## src/rtl/gauge_consts.vh

```
`ifndef GAUGE_CONSTS_VH
`define GAUGE_CONSTS_VH
// command codes
`define CMD_CONTROL        8'h00
`define CMD_LAST_STD       8'h2D
`define CMD_FLASH_CLASS    8'h3E
`define CMD_FLASH_BLOCK    8'h3F
`define CMD_FLASH_DATA     8'h40
`define CMD_FLASH_DATA_END 8'h5F
`define CMD_FLASH_CTRL     8'h61
// control subcommands
`define SUB_STATUS         16'h0000
`define SUB_SET_HIB        16'h0011
`define SUB_CLR_HIB        16'h0012
`define SUB_SEALED         16'h0020
`define SUB_UNSEAL         16'h0414
`define SUB_SLEEP_EN       16'h0013
`define SUB_TEMP_INT       16'h0015
`define SUB_TEMP_EXT       16'h0016
// user flash area
`define USER_SUBCLASS      8'h3A
`define USER_BLOCKS        3
`define USER_BLOCK_BYTES   32
`define USER_BYTES         96
// control status bit positions
`define ST_SS              13
`define ST_HIB             6
`define ST_SLEEP           4
`define ST_TEMP_INT        3
`define ST_FLASH_BUSY      2
`define ST_INIT_DONE       0
// timing
`define CLK_HZ             50000000
`define WORDPROG_MS        2
`define WORDPROG_CYC       ((`WORDPROG_MS * `CLK_HZ) / 1000)
`define INIT_CYC           16
`define IDLE_SLEEP_CYC     64
`endif

```

## src/rtl/impedance_calc.v

```verilog
`timescale 1ns/10ps
// one division step per clock; result = (ocv - loaded) * 1024 / current
module impedance_calc (
   input  wire        clk,       // clock
   input  wire        sys_rst,   // sync reset
   input  wire        start,     // pulse to begin
   input  wire [15:0] cell_i,    // cell current magnitude
   input  wire [15:0] ocv,       // open circuit voltage
   input  wire [15:0] v_load,    // loaded voltage
   output reg  [15:0] imp_r,     // impedance result
   output reg         done_r     // result valid pulse
);
   reg [25:0] num_r;
   reg [15:0] rem_r;
   reg [15:0] den_r;
   reg [4:0]  cnt_r;
   reg        busy_r;
   wire [15:0] drop    = (ocv > v_load) ? ocv - v_load : 16'h0000;
   wire [16:0] rem_sh  = {rem_r, num_r[25]};
   wire [16:0] rem_sub = rem_sh - {1'b0, den_r};
   // remainder stays below the divisor, so a set top bit can only mean a borrow
   wire        fits    = !rem_sub[16];
   wire [25:0] quo     = {num_r[24:0], fits};

   always @(posedge clk) begin
      done_r <= 1'b0;
      if (sys_rst) begin
         num_r  <= 26'h0000000;
         rem_r  <= 16'h0000;
         den_r  <= 16'h0000;
         cnt_r  <= 5'h00;
         busy_r <= 1'b0;
         imp_r  <= 16'h0000;
      end else if (start && !busy_r) begin
         num_r  <= {drop, 10'h000};
         rem_r  <= 16'h0000;
         // zero current would divide by zero; clamp to 1 so any drop of 64 or more saturates the result
         den_r  <= (cell_i == 16'h0000) ? 16'h0001 : cell_i;
         cnt_r  <= 5'h00;
         busy_r <= 1'b1;
      end else if (busy_r) begin
         // restoring division: fixed 26 clocks whatever the operands
         num_r <= quo;
         rem_r <= fits ? rem_sub[15:0] : rem_sh[15:0];
         cnt_r <= cnt_r + 5'h01;
         if (cnt_r == 5'h19) begin
            busy_r <= 1'b0;
            done_r <= 1'b1;
            imp_r  <= (quo[25:16] != 10'h000) ? 16'hFFFF : quo[15:0];
         end
      end
   end
endmodule // impedance_calc

```

## src/rtl/gauge_host_command_access.v

```verilog
`timescale 1ns/10ps
`include "gauge_consts.vh"
// Function
// (RL1) commands arrive from the serial engine byte port and are executed
// (RL2) standard and extended commands read and write control and flash
// (RL3) flash reached only via the block-access command sequence
// (RL4) host supplies subclass and offset to reach a flash byte
// (RL5) 96 user flash bytes in three 32-byte blocks
// (RL6) word program takes 2 ms; further flash access held off meanwhile
// (RL7) temperature from thermistor or internal sensor, by configuration
// (RL8) four power modes: normal, sleep, hibernate, insertion check
// (RL9) modes change on events; host can force some
// (RL10) impedance computed from current, ocv and loaded voltage
// (RL11) each standard command is a low/high command code pair
// (RL12) control command followed by a two-byte subcommand
// (RL13) bus traffic ignored until power-up init completes
module gauge_host_command_access (
   input  wire        clk,          // clock
   input  wire        sys_rst,      // sync reset, high
   input  wire        wr_valid,     // byte written by host
   input  wire        wr_first,     // byte is the command code
   input  wire [7:0]  wr_data,      // written byte
   input  wire        rd_req,       // host reads next byte
   output reg  [7:0]  rd_data_r,    // read byte
   output wire        ack,          // serial engine may acknowledge
   input  wire        cell_present, // battery detected
   input  wire        load_active,  // current flowing
   input  wire [15:0] cell_i,       // measured current
   input  wire [15:0] ocv,          // open circuit voltage
   input  wire [15:0] v_cell,       // loaded cell voltage
   input  wire [15:0] temp_ext,     // thermistor reading
   input  wire [15:0] temp_int,     // internal sensor reading
   output reg  [15:0] temp_r,       // selected temperature
   output reg  [15:0] impedance_r,  // last impedance
   output reg  [3:0]  power_mode_r  // one-hot mode
);
   localparam M_NORMAL = 4'b0001;
   localparam M_SLEEP  = 4'b0010;
   localparam M_HIB    = 4'b0100;
   localparam M_INS    = 4'b1000;

   reg [7:0]  user_mem [0:`USER_BYTES-1];
   reg [7:0]  cmd_r;
   reg [7:0]  ptr_r;
   reg [15:0] sub_r;
   reg [7:0]  class_r;
   reg [1:0]  block_r;
   reg        sealed_r;
   reg        hib_req_r;
   reg        temp_int_r;
   reg        sleep_en_r;
   reg [4:0]  init_cnt_r;
   reg        init_done_r;
   reg [31:0] prog_cnt_r;
   reg [6:0]  idle_cnt_r;
   reg [3:0]  mode_nxt;
   reg        calc_go_r;
   wire [15:0] imp_val;
   wire        imp_done;
   wire        flash_busy = (prog_cnt_r != 32'h00000000);
   reg  [15:0] status_w;
   wire        data_hold;

   function in_user;                 // user subclass and block check
      input [7:0] cls;
      input [1:0] blk;
      in_user = (cls == `USER_SUBCLASS) && (blk < `USER_BLOCKS);
   endfunction

   function [6:0] faddr;
      input [1:0] blk;
      input [7:0] off;
      faddr = {blk, off[4:0]};
   endfunction

   function in_window;               // pointer inside the flash data window
      input [7:0] p;
      in_window = (p >= `CMD_FLASH_DATA) && (p <= `CMD_FLASH_DATA_END);
   endfunction

   always @* begin
      status_w                 = 16'h0000;
      status_w[`ST_SS]         = sealed_r;
      status_w[`ST_HIB]        = hib_req_r;
      status_w[`ST_SLEEP]      = power_mode_r[1];
      status_w[`ST_TEMP_INT]   = temp_int_r;
      status_w[`ST_FLASH_BUSY] = flash_busy;
      status_w[`ST_INIT_DONE]  = init_done_r;
   end

   // a data byte for the flash window is refused while a word programs
   assign data_hold = wr_valid && !wr_first && flash_busy && in_window(ptr_r); // [RL6]
   // outside normal mode a byte only wakes the gauge from sleep or hibernate; withholding the
   // acknowledge makes the host repeat it instead of losing it silently
   assign ack       = init_done_r && power_mode_r == M_NORMAL && !data_hold; // [RL13] [RL9]

   impedance_calc u_imp (
      .clk     (clk),
      .sys_rst (sys_rst),
      .start   (calc_go_r),
      .cell_i  (cell_i),
      .ocv     (ocv),
      .v_load  (v_cell),
      .imp_r   (imp_val),
      .done_r  (imp_done)
   );

   always @(posedge clk) begin
      if (sys_rst) begin
         init_cnt_r  <= 5'h00;
         init_done_r <= 1'b0;
      end else if (!init_done_r) begin
         init_cnt_r  <= init_cnt_r + 5'h01;
         if (init_cnt_r == `INIT_CYC - 1)
            init_done_r <= 1'b1; // [RL13]
      end
   end

   // byte port: command code then data bytes, pointer auto-increments
   always @(posedge clk) begin
      if (sys_rst) begin
         cmd_r      <= 8'h00;
         ptr_r      <= 8'h00;
         sub_r      <= `SUB_STATUS;
         class_r    <= 8'h00;
         block_r    <= 2'b00;
         sealed_r   <= 1'b0;
         hib_req_r  <= 1'b0;
         temp_int_r <= 1'b0;
         sleep_en_r <= 1'b0;
         prog_cnt_r <= 32'h00000000;
         rd_data_r  <= 8'h00;
      end else begin
         if (flash_busy)
            prog_cnt_r <= prog_cnt_r - 32'h00000001; // [RL6]
         if (power_mode_r == M_NORMAL && wr_valid && ack) begin // [RL1]
            if (wr_first) begin
               cmd_r <= wr_data;
               ptr_r <= wr_data;
            end else begin
               ptr_r <= ptr_r + 8'h01;
               if (ptr_r == `CMD_CONTROL)
                  sub_r[7:0] <= wr_data; // [RL12]
               else if (ptr_r == `CMD_CONTROL + 8'h01) begin
                  sub_r[15:8] <= wr_data; // [RL11]
                  case ({wr_data, sub_r[7:0]}) // [RL12]
                     `SUB_SET_HIB:  hib_req_r  <= 1'b1; // [RL9]
                     `SUB_CLR_HIB:  hib_req_r  <= 1'b0;
                     `SUB_SEALED:   sealed_r   <= 1'b1; // [RL3]
                     `SUB_UNSEAL:   sealed_r   <= 1'b0;
                     `SUB_SLEEP_EN: sleep_en_r <= 1'b1;
                     `SUB_TEMP_INT: if (!sealed_r) temp_int_r <= 1'b1; // [RL7]
                     `SUB_TEMP_EXT: if (!sealed_r) temp_int_r <= 1'b0;
                     default:       sleep_en_r <= sleep_en_r;
                  endcase
               end else if (ptr_r == `CMD_FLASH_CLASS)
                  class_r <= wr_data; // [RL4]
               else if (ptr_r == `CMD_FLASH_BLOCK)
                  block_r <= wr_data[1:0]; // [RL4]
               else if (in_window(ptr_r) && in_user(class_r, block_r)) begin // [RL3] [RL5]
                  user_mem[faddr(block_r, ptr_r - `CMD_FLASH_DATA)] <= wr_data;
                  prog_cnt_r <= `WORDPROG_CYC; // [RL6]
               end
            end
         end
         if (power_mode_r == M_NORMAL && rd_req && init_done_r) begin // [RL2]
            ptr_r <= ptr_r + 8'h01;
            if (ptr_r == `CMD_CONTROL)
               rd_data_r <= (sub_r == `SUB_STATUS) ? status_w[7:0] : 8'h00;
            else if (ptr_r == `CMD_CONTROL + 8'h01)
               rd_data_r <= (sub_r == `SUB_STATUS) ? status_w[15:8] : 8'h00;
            else if (ptr_r == 8'h06)
               rd_data_r <= temp_r[7:0]; // [RL11]
            else if (ptr_r == 8'h07)
               rd_data_r <= temp_r[15:8];
            else if (ptr_r == 8'h08)
               rd_data_r <= v_cell[7:0];
            else if (ptr_r == 8'h09)
               rd_data_r <= v_cell[15:8];
            // a word still programming reads as zero rather than stale data
            else if (in_window(ptr_r) && in_user(class_r, block_r) && !flash_busy) // [RL5] [RL6]
               rd_data_r <= user_mem[faddr(block_r, ptr_r - `CMD_FLASH_DATA)];
            else
               rd_data_r <= 8'h00; // [RL3]
         end
      end
   end

   // power mode sequencing
   always @* begin
      mode_nxt = power_mode_r;
      // losing the cell outranks every other event in normal and sleep; hibernate does not check it
      case (power_mode_r)
         M_NORMAL: if (!cell_present) mode_nxt = M_INS; // [RL9]
                   else if (hib_req_r && !load_active) mode_nxt = M_HIB;
                   else if (sleep_en_r && idle_cnt_r == `IDLE_SLEEP_CYC) mode_nxt = M_SLEEP;
         M_SLEEP:  if (!cell_present) mode_nxt = M_INS;
                   else if (load_active || wr_valid || rd_req) mode_nxt = M_NORMAL;
         M_HIB:    if (wr_valid || rd_req || !hib_req_r) mode_nxt = M_NORMAL;
         M_INS:    if (cell_present) mode_nxt = M_NORMAL;
         default:  mode_nxt = M_NORMAL;
      endcase
   end

   always @(posedge clk) begin
      if (sys_rst) begin
         power_mode_r <= M_NORMAL;
         idle_cnt_r   <= 7'h00;
         temp_r       <= 16'h0000;
         impedance_r  <= 16'h0000;
         calc_go_r    <= 1'b0;
      end else begin
         power_mode_r <= mode_nxt; // [RL8] [RL9]
         if (load_active || wr_valid || rd_req || power_mode_r != M_NORMAL)
            idle_cnt_r <= 7'h00;
         else if (idle_cnt_r != `IDLE_SLEEP_CYC)
            idle_cnt_r <= idle_cnt_r + 7'h01;
         temp_r    <= temp_int_r ? temp_int : temp_ext; // [RL7]
         // only with a cell and a load can the loaded drop be measured
         calc_go_r <= cell_present && load_active && power_mode_r == M_NORMAL; // [RL10]
         if (imp_done)
            impedance_r <= imp_val; // [RL10]
      end
   end
endmodule // gauge_host_command_access

```

## config.mk

```make
export PLATFORM = sky130hd
export DESIGN_NAME = gauge_host_command_access
export DESIGN_NICKNAME = d
export VERILOG_FILES = /design/src/rtl/impedance_calc.v /design/src/rtl/gauge_host_command_access.v
export VERILOG_INCLUDE_DIRS = /design/src /design/src/rtl
export SDC_FILE = /design/constraint.sdc
export NUM_CORES = 1
export LEC_CHECK = 0
export ABC_AREA = 1
export BUFFER_PORTS_ARGS = -buffer_cell sky130_fd_sc_hd__buf_2
export CAP_MARGIN = 20
export CELL_PAD_IN_SITES_DETAIL_PLACEMENT = 1
export CELL_PAD_IN_SITES_GLOBAL_PLACEMENT = 2
export CORE_MARGIN = 8
export CORE_UTILIZATION = 35
export DETAILED_ROUTE_END_ITERATION = 8
export PLACE_DENSITY = 0.79
export SYNTH_ARGS = -nofsm -noshare
export SYNTH_HDL_FRONTEND = slang
export SYNTH_SLANG_ARGS = --single-unit
```

## constraint.sdc

```tcl
create_clock -name clk -period 4.1 [get_ports clk]
set_input_delay 0.205 -clock clk [delete_from_list [all_inputs] [get_ports clk]]
set_output_delay 0.205 -clock clk [all_outputs]
set_load 0.1 [all_outputs]
```

==> results of run 1 <==
cells by family after synthesis:
group / Yosys count / share of synthesized area [%]
fa+ha+maj: 46 / 1.42
xor+xnor: 32 / 0.675
buf+inv: 463 / 4.33
flops: 977 / 65.6
simple gates: 1782 / 17.7
compound gates: 794 / 10.3
per-layer routing:
metal,vias to the layer above,global-route usage (%)
met5,-,0
met4,0,6.09
met3,213,2.37
met2,706,34.3
met1,15400,25.0
li1,14600,-
state kept, by name, summed over array words and instances, names as in the netlist, 2 cells and up:
| signal | flops |
|---|---|
| rd_data_r | 8 |
| u_imp.cnt_r | 5 |
| prog_cnt_r | 32 |
| block_r | 2 |
| class_r | 8 |
| ptr_r | 8 |
| u_imp.num_r | 26 |
| impedance_r | 16 |
| u_imp.imp_r | 16 |
| user_mem | 768 |
| temp_r | 16 |
| init_cnt_r | 5 |
| idle_cnt_r | 7 |
| u_imp.den_r | 16 |
| u_imp.rem_r | 16 |
| power_mode_r | 4 |
| sub_r | 16 |
layout by cell type (no fill, tap or decap), types with 7 or more instances in the layout:
cell type and count:
sky130_fd_sc_hd__nor2_2 21, sky130_fd_sc_hd__nand2_2 10, sky130_fd_sc_hd__clkbuf_1 24, sky130_fd_sc_hd__dlygate4sd3_1 62, sky130_fd_sc_hd__xnor2_1 10, sky130_fd_sc_hd__clkbuf_16 106, sky130_fd_sc_hd__a22oi_1 17, sky130_fd_sc_hd__nor4_1 19
sky130_fd_sc_hd__a31oi_1 7, sky130_fd_sc_hd__buf_12 8, sky130_fd_sc_hd__inv_2 10, sky130_fd_sc_hd__xor2_1 22, sky130_fd_sc_hd__o21a_1 7, sky130_fd_sc_hd__nor2_1 540, sky130_fd_sc_hd__nor3_1 41, sky130_fd_sc_hd__clkinv_1 24
sky130_fd_sc_hd__nand3_1 94, sky130_fd_sc_hd__a21oi_1 258, sky130_fd_sc_hd__nand4_1 43, sky130_fd_sc_hd__a211oi_1 12, sky130_fd_sc_hd__o22ai_1 77, sky130_fd_sc_hd__o211ai_1 18, sky130_fd_sc_hd__o21ai_0 371, sky130_fd_sc_hd__ha_1 44
sky130_fd_sc_hd__dfxtp_1 205, sky130_fd_sc_hd__bufinv_16 10, sky130_fd_sc_hd__or2_2 38, sky130_fd_sc_hd__clkinv_2 17, sky130_fd_sc_hd__inv_1 259, sky130_fd_sc_hd__nand2_1 939, sky130_fd_sc_hd__edfxtp_1 768, sky130_fd_sc_hd__clkbuf_8 7
sky130_fd_sc_hd__buf_2 130, sky130_fd_sc_hd__buf_4 141
through the flow:
stage	cells	hold WS [ps]	area (um^2)	power [mW]
5_1_grt	5982	65.2	48700	24.1
6_report	5982	40.1	48700	23.2
3_3_place_gp	5720	427	44600	13.8
3_5_place_dp	5720	436	44600	13.8
2_1_floorplan	4094	304	41500	13.0
4_1_cts	5977	11.6	48700	23.5
worst paths after layout:
path	slack [ps]	depth (start not counted)	endpoint	start
max	270	17	rd_data_r[0]	ptr_r[1]
min	40	7	rd_data_r[7]	v_cell[7]
max reg2reg	270	17	rd_data_r[0]	ptr_r[1]
min reg2reg	450	2	impedance_r[13]	u_imp.imp_r[13]
worst max-delay path, delay by kind of cell, from the launching register on:
family / cells / cell delay, ps
simple gates: 10 / 1350
compound gates: 4 / 690
buf+inv: 3 / 1120
flops: 1 / 500
power by group through the flow:
stage	Sequential, mW	Clock [mW]	Combinational [mW]
floorplan	11.3	0	1.65
global placement	11.2	0	2.56
detailed placement	11.2	0	2.56
CTS	11.0	9.83	2.63
global route	11.0	10.2	2.93
finish	11.0	9.63	2.58
area by class of cell:
type | instances | share of cell area (%)
Timing Repair Buffer | 341 | 5.11
Inverter | 275 | 2.14
Multi-Input combinational cell | 2654 | 25.7
Clock buffer | 137 | 5.83
Sequential cell | 977 | 55.9
Tap cell | 1536 | 3.94
Antenna cell | 4 | 0.0205
Clock inverter | 58 | 1.36
==> results.toml, run 1 <==
[floorplanning]
die-area_mm2 = 0.130
core_area_mm2 = 0.118
initial_standard_cell_utilization_of_the_core_pct = 35.2
top_level_ports = 140
row_count = 126
die_y_um = 360
die_w_um = 360

[sta]
report.final.setup_viol = 0
finalCritPeriodShare_pct = 93.3
hold_viol_final = 0
fmax_mhz = 261
fin_skew_ps = 73.9
worstMarginPinSlew_ps = 1020
grt_setup_unrepaired = "false"
post-route-min-period_ps = 3830
final_max_slew_viol_count = 0
slew_limit_headroom_pct = 32.0
finalSetupTns_ps = 0
worst_slack_ps = 275

[logic_synthesis]
postSynthNetCount = 4235
synth_cell_type_count = 51
synth_seq_cells = 977
synth_top_cell_by_area = "sky130_fd_sc_hd__edfxtp_1"
synthesis.area_per_instance_um2 = 10.1
post_synth_instance_area_mm2 = 0.0415
synth-main-ff-cell = "sky130_fd_sc_hd__edfxtp_1"
seq_area_frac_synth_pct = 65.6
post_synth_most_frequent_cells = "sky130_fd_sc_hd__nand2_1 (939), sky130_fd_sc_hd__edfxtp_1 (768), sky130_fd_sc_hd__nor2_1 (545)"
synth.top_cells.by_area = "sky130_fd_sc_hd__edfxtp_1 (56%), sky130_fd_sc_hd__dfxtp_1 (10%), sky130_fd_sc_hd__nand2_1 (8.5%)"
synth_top_area_share_pct = 55.5
post-synth-top-count-cell = "sky130_fd_sc_hd__nand2_1"
number_of_synthesized_flops_with_an_enable_pin = 768
yosysWarnings = 0
share_of_synthesized_flip_flops_with_an_asynchronous_set_or_reset_pct = 0
netlist_instances = 4094

[critical_path]
critical_path_source_type = "register"
max_stage_delay_ps = 550
worst_path_max_delay_cell = "sky130_fd_sc_hd__dlygate4sd3_1"
cp_data_required_time_ps = 4700
timing_worst_setup_path_type = "reg2reg"
path_cells = "nand2_2 > inv_1 > buf_4 > o21ai_0 > o22ai_1 > o21ai_0 > and2_1 > nand2_1 > nand2_1 > nand3_1 > nand2_1 > nand2_1 > nand2_1 > dlygate4sd3_1 > nand2_1 > nand2_1 > a21oi_1"
worstPathArrival_ps = 4420
worstPathMaxFanout = 29
cp-end-kind = "register"
timing.critical_path.mode_cell = "sky130_fd_sc_hd__nand2_1"

[route]
wirelength_met1_mm = 56.5
dr_total_vias = 30900
viasPerCell = 5.17
wl_per_cell_um = 21.9
met3_length_mm = 5.47
number_of_antenna_violating_nets_in_the_routed_design = 0
routed_wl_mm = 131
route.detailed.drc = 0
drt_iter0_markers = 2130
drt-pass1-iter-count = 5
met2_length_mm = 64.8
highest_layer = "met4"

[clocking]
clock_tree.buffer_depth = 3
postCtsSetupBuffers = 0
tritoncts_num_sinks = 977
clock_buffers_created_by_tritoncts = 106
clock_insertion_delay_worst_skew_ps = 730
cts_tree = "done"
clk_transition_reported_paths_ps = 60
cts_repair_resize_count = 0
ctsHtreeMaxLevel = 3
post_cts_hold_buffer_count = 62
cts_root_buffer = "sky130_fd_sc_hd__clkbuf_16"

[grt]
grt_first_pass_wirelength_mm = 198
grt_use_total_pct = 19.5
number_of_global_route_vias_before_repair = 32200
globalRouteOverflowTotal = 0
grt_antenna_before_repair = 4
pin_count_of_the_biggest_net_entering_global_routing = 162

[power]
power.density_mw_per_mm2 = 476
seq_power_share_pct = 47.4
power.share.switching_pct = 25.9
internal_power_mw = 17.2
pwr-share-comb_pct = 11.1
clockPowerShare_pct = 41.5
cellLeakagePower_nw = 18.3
power.ir.vdd_worst_mv = 0.412
switching_power_mw = 6.01

[final_layout]
layout.core_utilization_pct = 41.3
fin_nets = 4496
drive_gt1_share_pct = 11.9
filler_cell_count = 13200
area_growth_syn_to_layout_pct = 17.3
seq_area_mm2 = 0.0273
multi_input_comb_area_mm2 = 0.0125

[hold_path]
hold_path_class = "in2reg"

[placement]
preCtsSetupSlack_ps = 538
finalWeightedCongestion = 0.814
place.port_buffers = 139
place_hpwl_mm = 84.5

[flow_run]
drv_cap = 0

[outcome]
run_status = "finished clean"
Note: power is estimated with default switching activity, not from simulation.
==> inputs of run 2 (changes only) <==
--- a/config.mk
+++ b/config.mk
@@ -12,9 +12,9 @@
 export CELL_PAD_IN_SITES_DETAIL_PLACEMENT = 1
 export CELL_PAD_IN_SITES_GLOBAL_PLACEMENT = 2
 export CORE_MARGIN = 8
-export CORE_UTILIZATION = 35
+export CORE_UTILIZATION = 40
 export DETAILED_ROUTE_END_ITERATION = 8
-export PLACE_DENSITY = 0.79
+export PLACE_DENSITY = 0.87
 export SYNTH_ARGS = -nofsm -noshare
 export SYNTH_HDL_FRONTEND = slang
 export SYNTH_SLANG_ARGS = --single-unit
==> run 2 against run 1 <==
Effect of this change:
- utilization increased by 5.6 points
- maximum frequency down 1.6%
- register-to-register slack worse by 60 ps
- largest cell class unchanged
- clock power down 2.1%
- routed wire length rose by 0.70%
- highest routed layer is now met5
- sequential share of layout area increased by 0.31 points
- global-route usage is 2.7 points higher
- via count increased by 1.4%
- sequential power about the same
==> results.toml, run 2 (same netlist as run 1, synthesis figures left out) <==
[floorplanning]
die-area_mm2 = 0.114
top_level_ports = 140
row_count = 118
die_y_um = 338
initial_standard_cell_utilization_of_the_core_pct = 40.2
core_area_mm2 = 0.103
die_w_um = 338

[clocking]
ctsHtreeMaxLevel = 3
post_cts_hold_buffer_count = 65
cts_root_buffer = "sky130_fd_sc_hd__clkbuf_16"
tritoncts_num_sinks = 977
clock_buffers_created_by_tritoncts = 104
clock_tree.buffer_depth = 3
postCtsSetupBuffers = 0
clk_transition_reported_paths_ps = 60
cts_repair_resize_count = 0
clock_insertion_delay_worst_skew_ps = 700
cts_tree = "done"

[flow_run]
drv_cap = 0

[hold_path]
timing.hold.worst.start = "wr_data[1]"
hold-path-endpoint = "user_mem[13][1]"
hold_depth = 1
hold_path_class = "in2reg"

[power]
power.total_mw = 23.0
cellLeakagePower_nw = 18.3
power.density_mw_per_mm2 = 475
power.ir.vdd_worst_mv = 0.427

[final_layout]
drive_gt1_share_pct = 11.9
largest_registers = "user_mem x768, prog_cnt_r x32, u_imp.num_r x26"
max_flop_register = "user_mem"
largest_register_ff_count = 768
design_area_mm2 = 0.0485
post_layout_nonfiller_instances = 5829
fin_nets = 4498
most_used_cells_in_the_layout_excluding_fill_and_tap_cells = "sky130_fd_sc_hd__nand2_1 (939), sky130_fd_sc_hd__edfxtp_1 (768), sky130_fd_sc_hd__nor2_1 (540)"
mostFrequentLayoutCell = "sky130_fd_sc_hd__nand2_1"
area_growth_syn_to_layout_pct = 16.7

[route]
drt_iter0_markers = 2374
number_of_antenna_violating_nets_in_the_routed_design = 0
viasPerCell = 5.38
drt-pass1-iter-count = 5
wl_per_cell_um = 22.6
dr_total_vias = 31400
route.detailed.drc = 0
routed_wl_mm = 132

[sta]
hold_viol_final = 0
fin_skew_ps = 34.2
slew_limit_headroom_pct = 26.1
worstMarginPinSlew_ps = 1110
finalCritPeriodShare_pct = 94.8
grt_setup_unrepaired = "false"
fmax_mhz = 257
final_max_slew_viol_count = 0
finalSetupTns_ps = 0
report.final.setup_viol = 0
post-route-min-period_ps = 3890

[critical_path]
critical_path_source_type = "register"
critical_path.n_buffers_inverters = 3
worstReg2RegEnd = "rd_data_r[0]"
worstPathArrival_ps = 4520
cp_data_required_time_ps = 4730
worst-path-stages = 16
timing.critical_path.mode_cell = "sky130_fd_sc_hd__nand2_1"
r2r-start = "ptr_r[1]"
timing_worst_setup_path_type = "reg2reg"
cp-end-kind = "register"
worstPathMaxFanout = 26
r2r.worst_path.cells = 16
path_cells = "nand2_2 > inv_1 > buf_4 > o21ai_0 > o22ai_1 > o21ai_0 > nand4_1 > nand2_1 > nand3_1 > nand2_1 > nand2_1 > nand2_1 > dlygate4sd3_1 > nand2_1 > nand2_1 > a21oi_1"
worst_path_max_delay_cell = "sky130_fd_sc_hd__dfxtp_4"
r2r_slack_ps = 210
max_stage_delay_ps = 560
critPathTopFamily = "buffers and inverters"

[grt]
globalRouteOverflowTotal = 0
grt_first_pass_wirelength_mm = 199
pin_count_of_the_biggest_net_entering_global_routing = 89
grt_use_total_pct = 22.2
number_of_global_route_vias_before_repair = 32700
grt_antenna_before_repair = 6

[placement]
placed_area_mm2 = 0.0444
finalWeightedCongestion = 0.869
place.port_buffers = 139
numPlacedInstances = 5564
place_hpwl_mm = 86.3

[outcome]
run_status = "finished clean"
==> run 2: cell types whose count changed in the layout (fill, tap and decap cells not counted), sizes merged <==
cell,previous run,this run
clkinvlp,3,5
clkinv,47,51
dlygate4sd3,62,65
buf,279,280
inv,273,275
diode,4,5
bufinv,10,11
clkbuf,137,126
==> run 2: power breakdown <==
group	internal, mW	total (mW)	switching, mW
clock	5.45	9.43	3.98
sequential	10.8	11.0	0.149
combinational	0.817	2.62	1.80
total	17.1	23.0	5.93
==> run 2: area by class of cell <==
cell class	count	area, um^2
Sequential cell	977	27300
Tap cell	1380	1730
Antenna cell	5	12.5
Clock inverter	67	668
Inverter	275	1040
Fill cell	11400	54700
Timing Repair Buffer	345	2510
Multi-Input combinational cell	2654	12500
Clock buffer	126	2740
==> run 2: layer usage <==
layer	vias up	wire [um]	global-route usage, %
li1	14600	-	-
met1	15700	56500	28.7
met2	818	64700	38.3
met3	245	5750	2.72
met4	2	4800	7.77
met5	-	13	0
==> run 2: how the worst max path moves through the flow <==
stage | slack (ps) | endpoint | from
detailed placement | 430 | user_mem[1][3] | prog_cnt_r[11]
CTS | 300 | rd_data_r[0] | ptr_r[1]
global placement | 530 | user_mem[1][5] | prog_cnt_r[0]
floorplan | 880 | user_mem[24][0] | power_mode_r[0]
finish | 210 | rd_data_r[0] | ptr_r[1]
global route | 40 | rd_data_r[0] | ptr_r[1]
==> run 2: stage by stage <==
stage / hold WS (ps) / util [%] / worst slack [ps]
finish: 24.9 / 47.0 / 213
global route: 21.9 / 47.0 / 37.5
detailed placement: 428 / 43.0 / 426
global placement: 427 / 43.0 / 532
CTS: 1.20 / 46.9 / 296
floorplan: 304 / - / 879
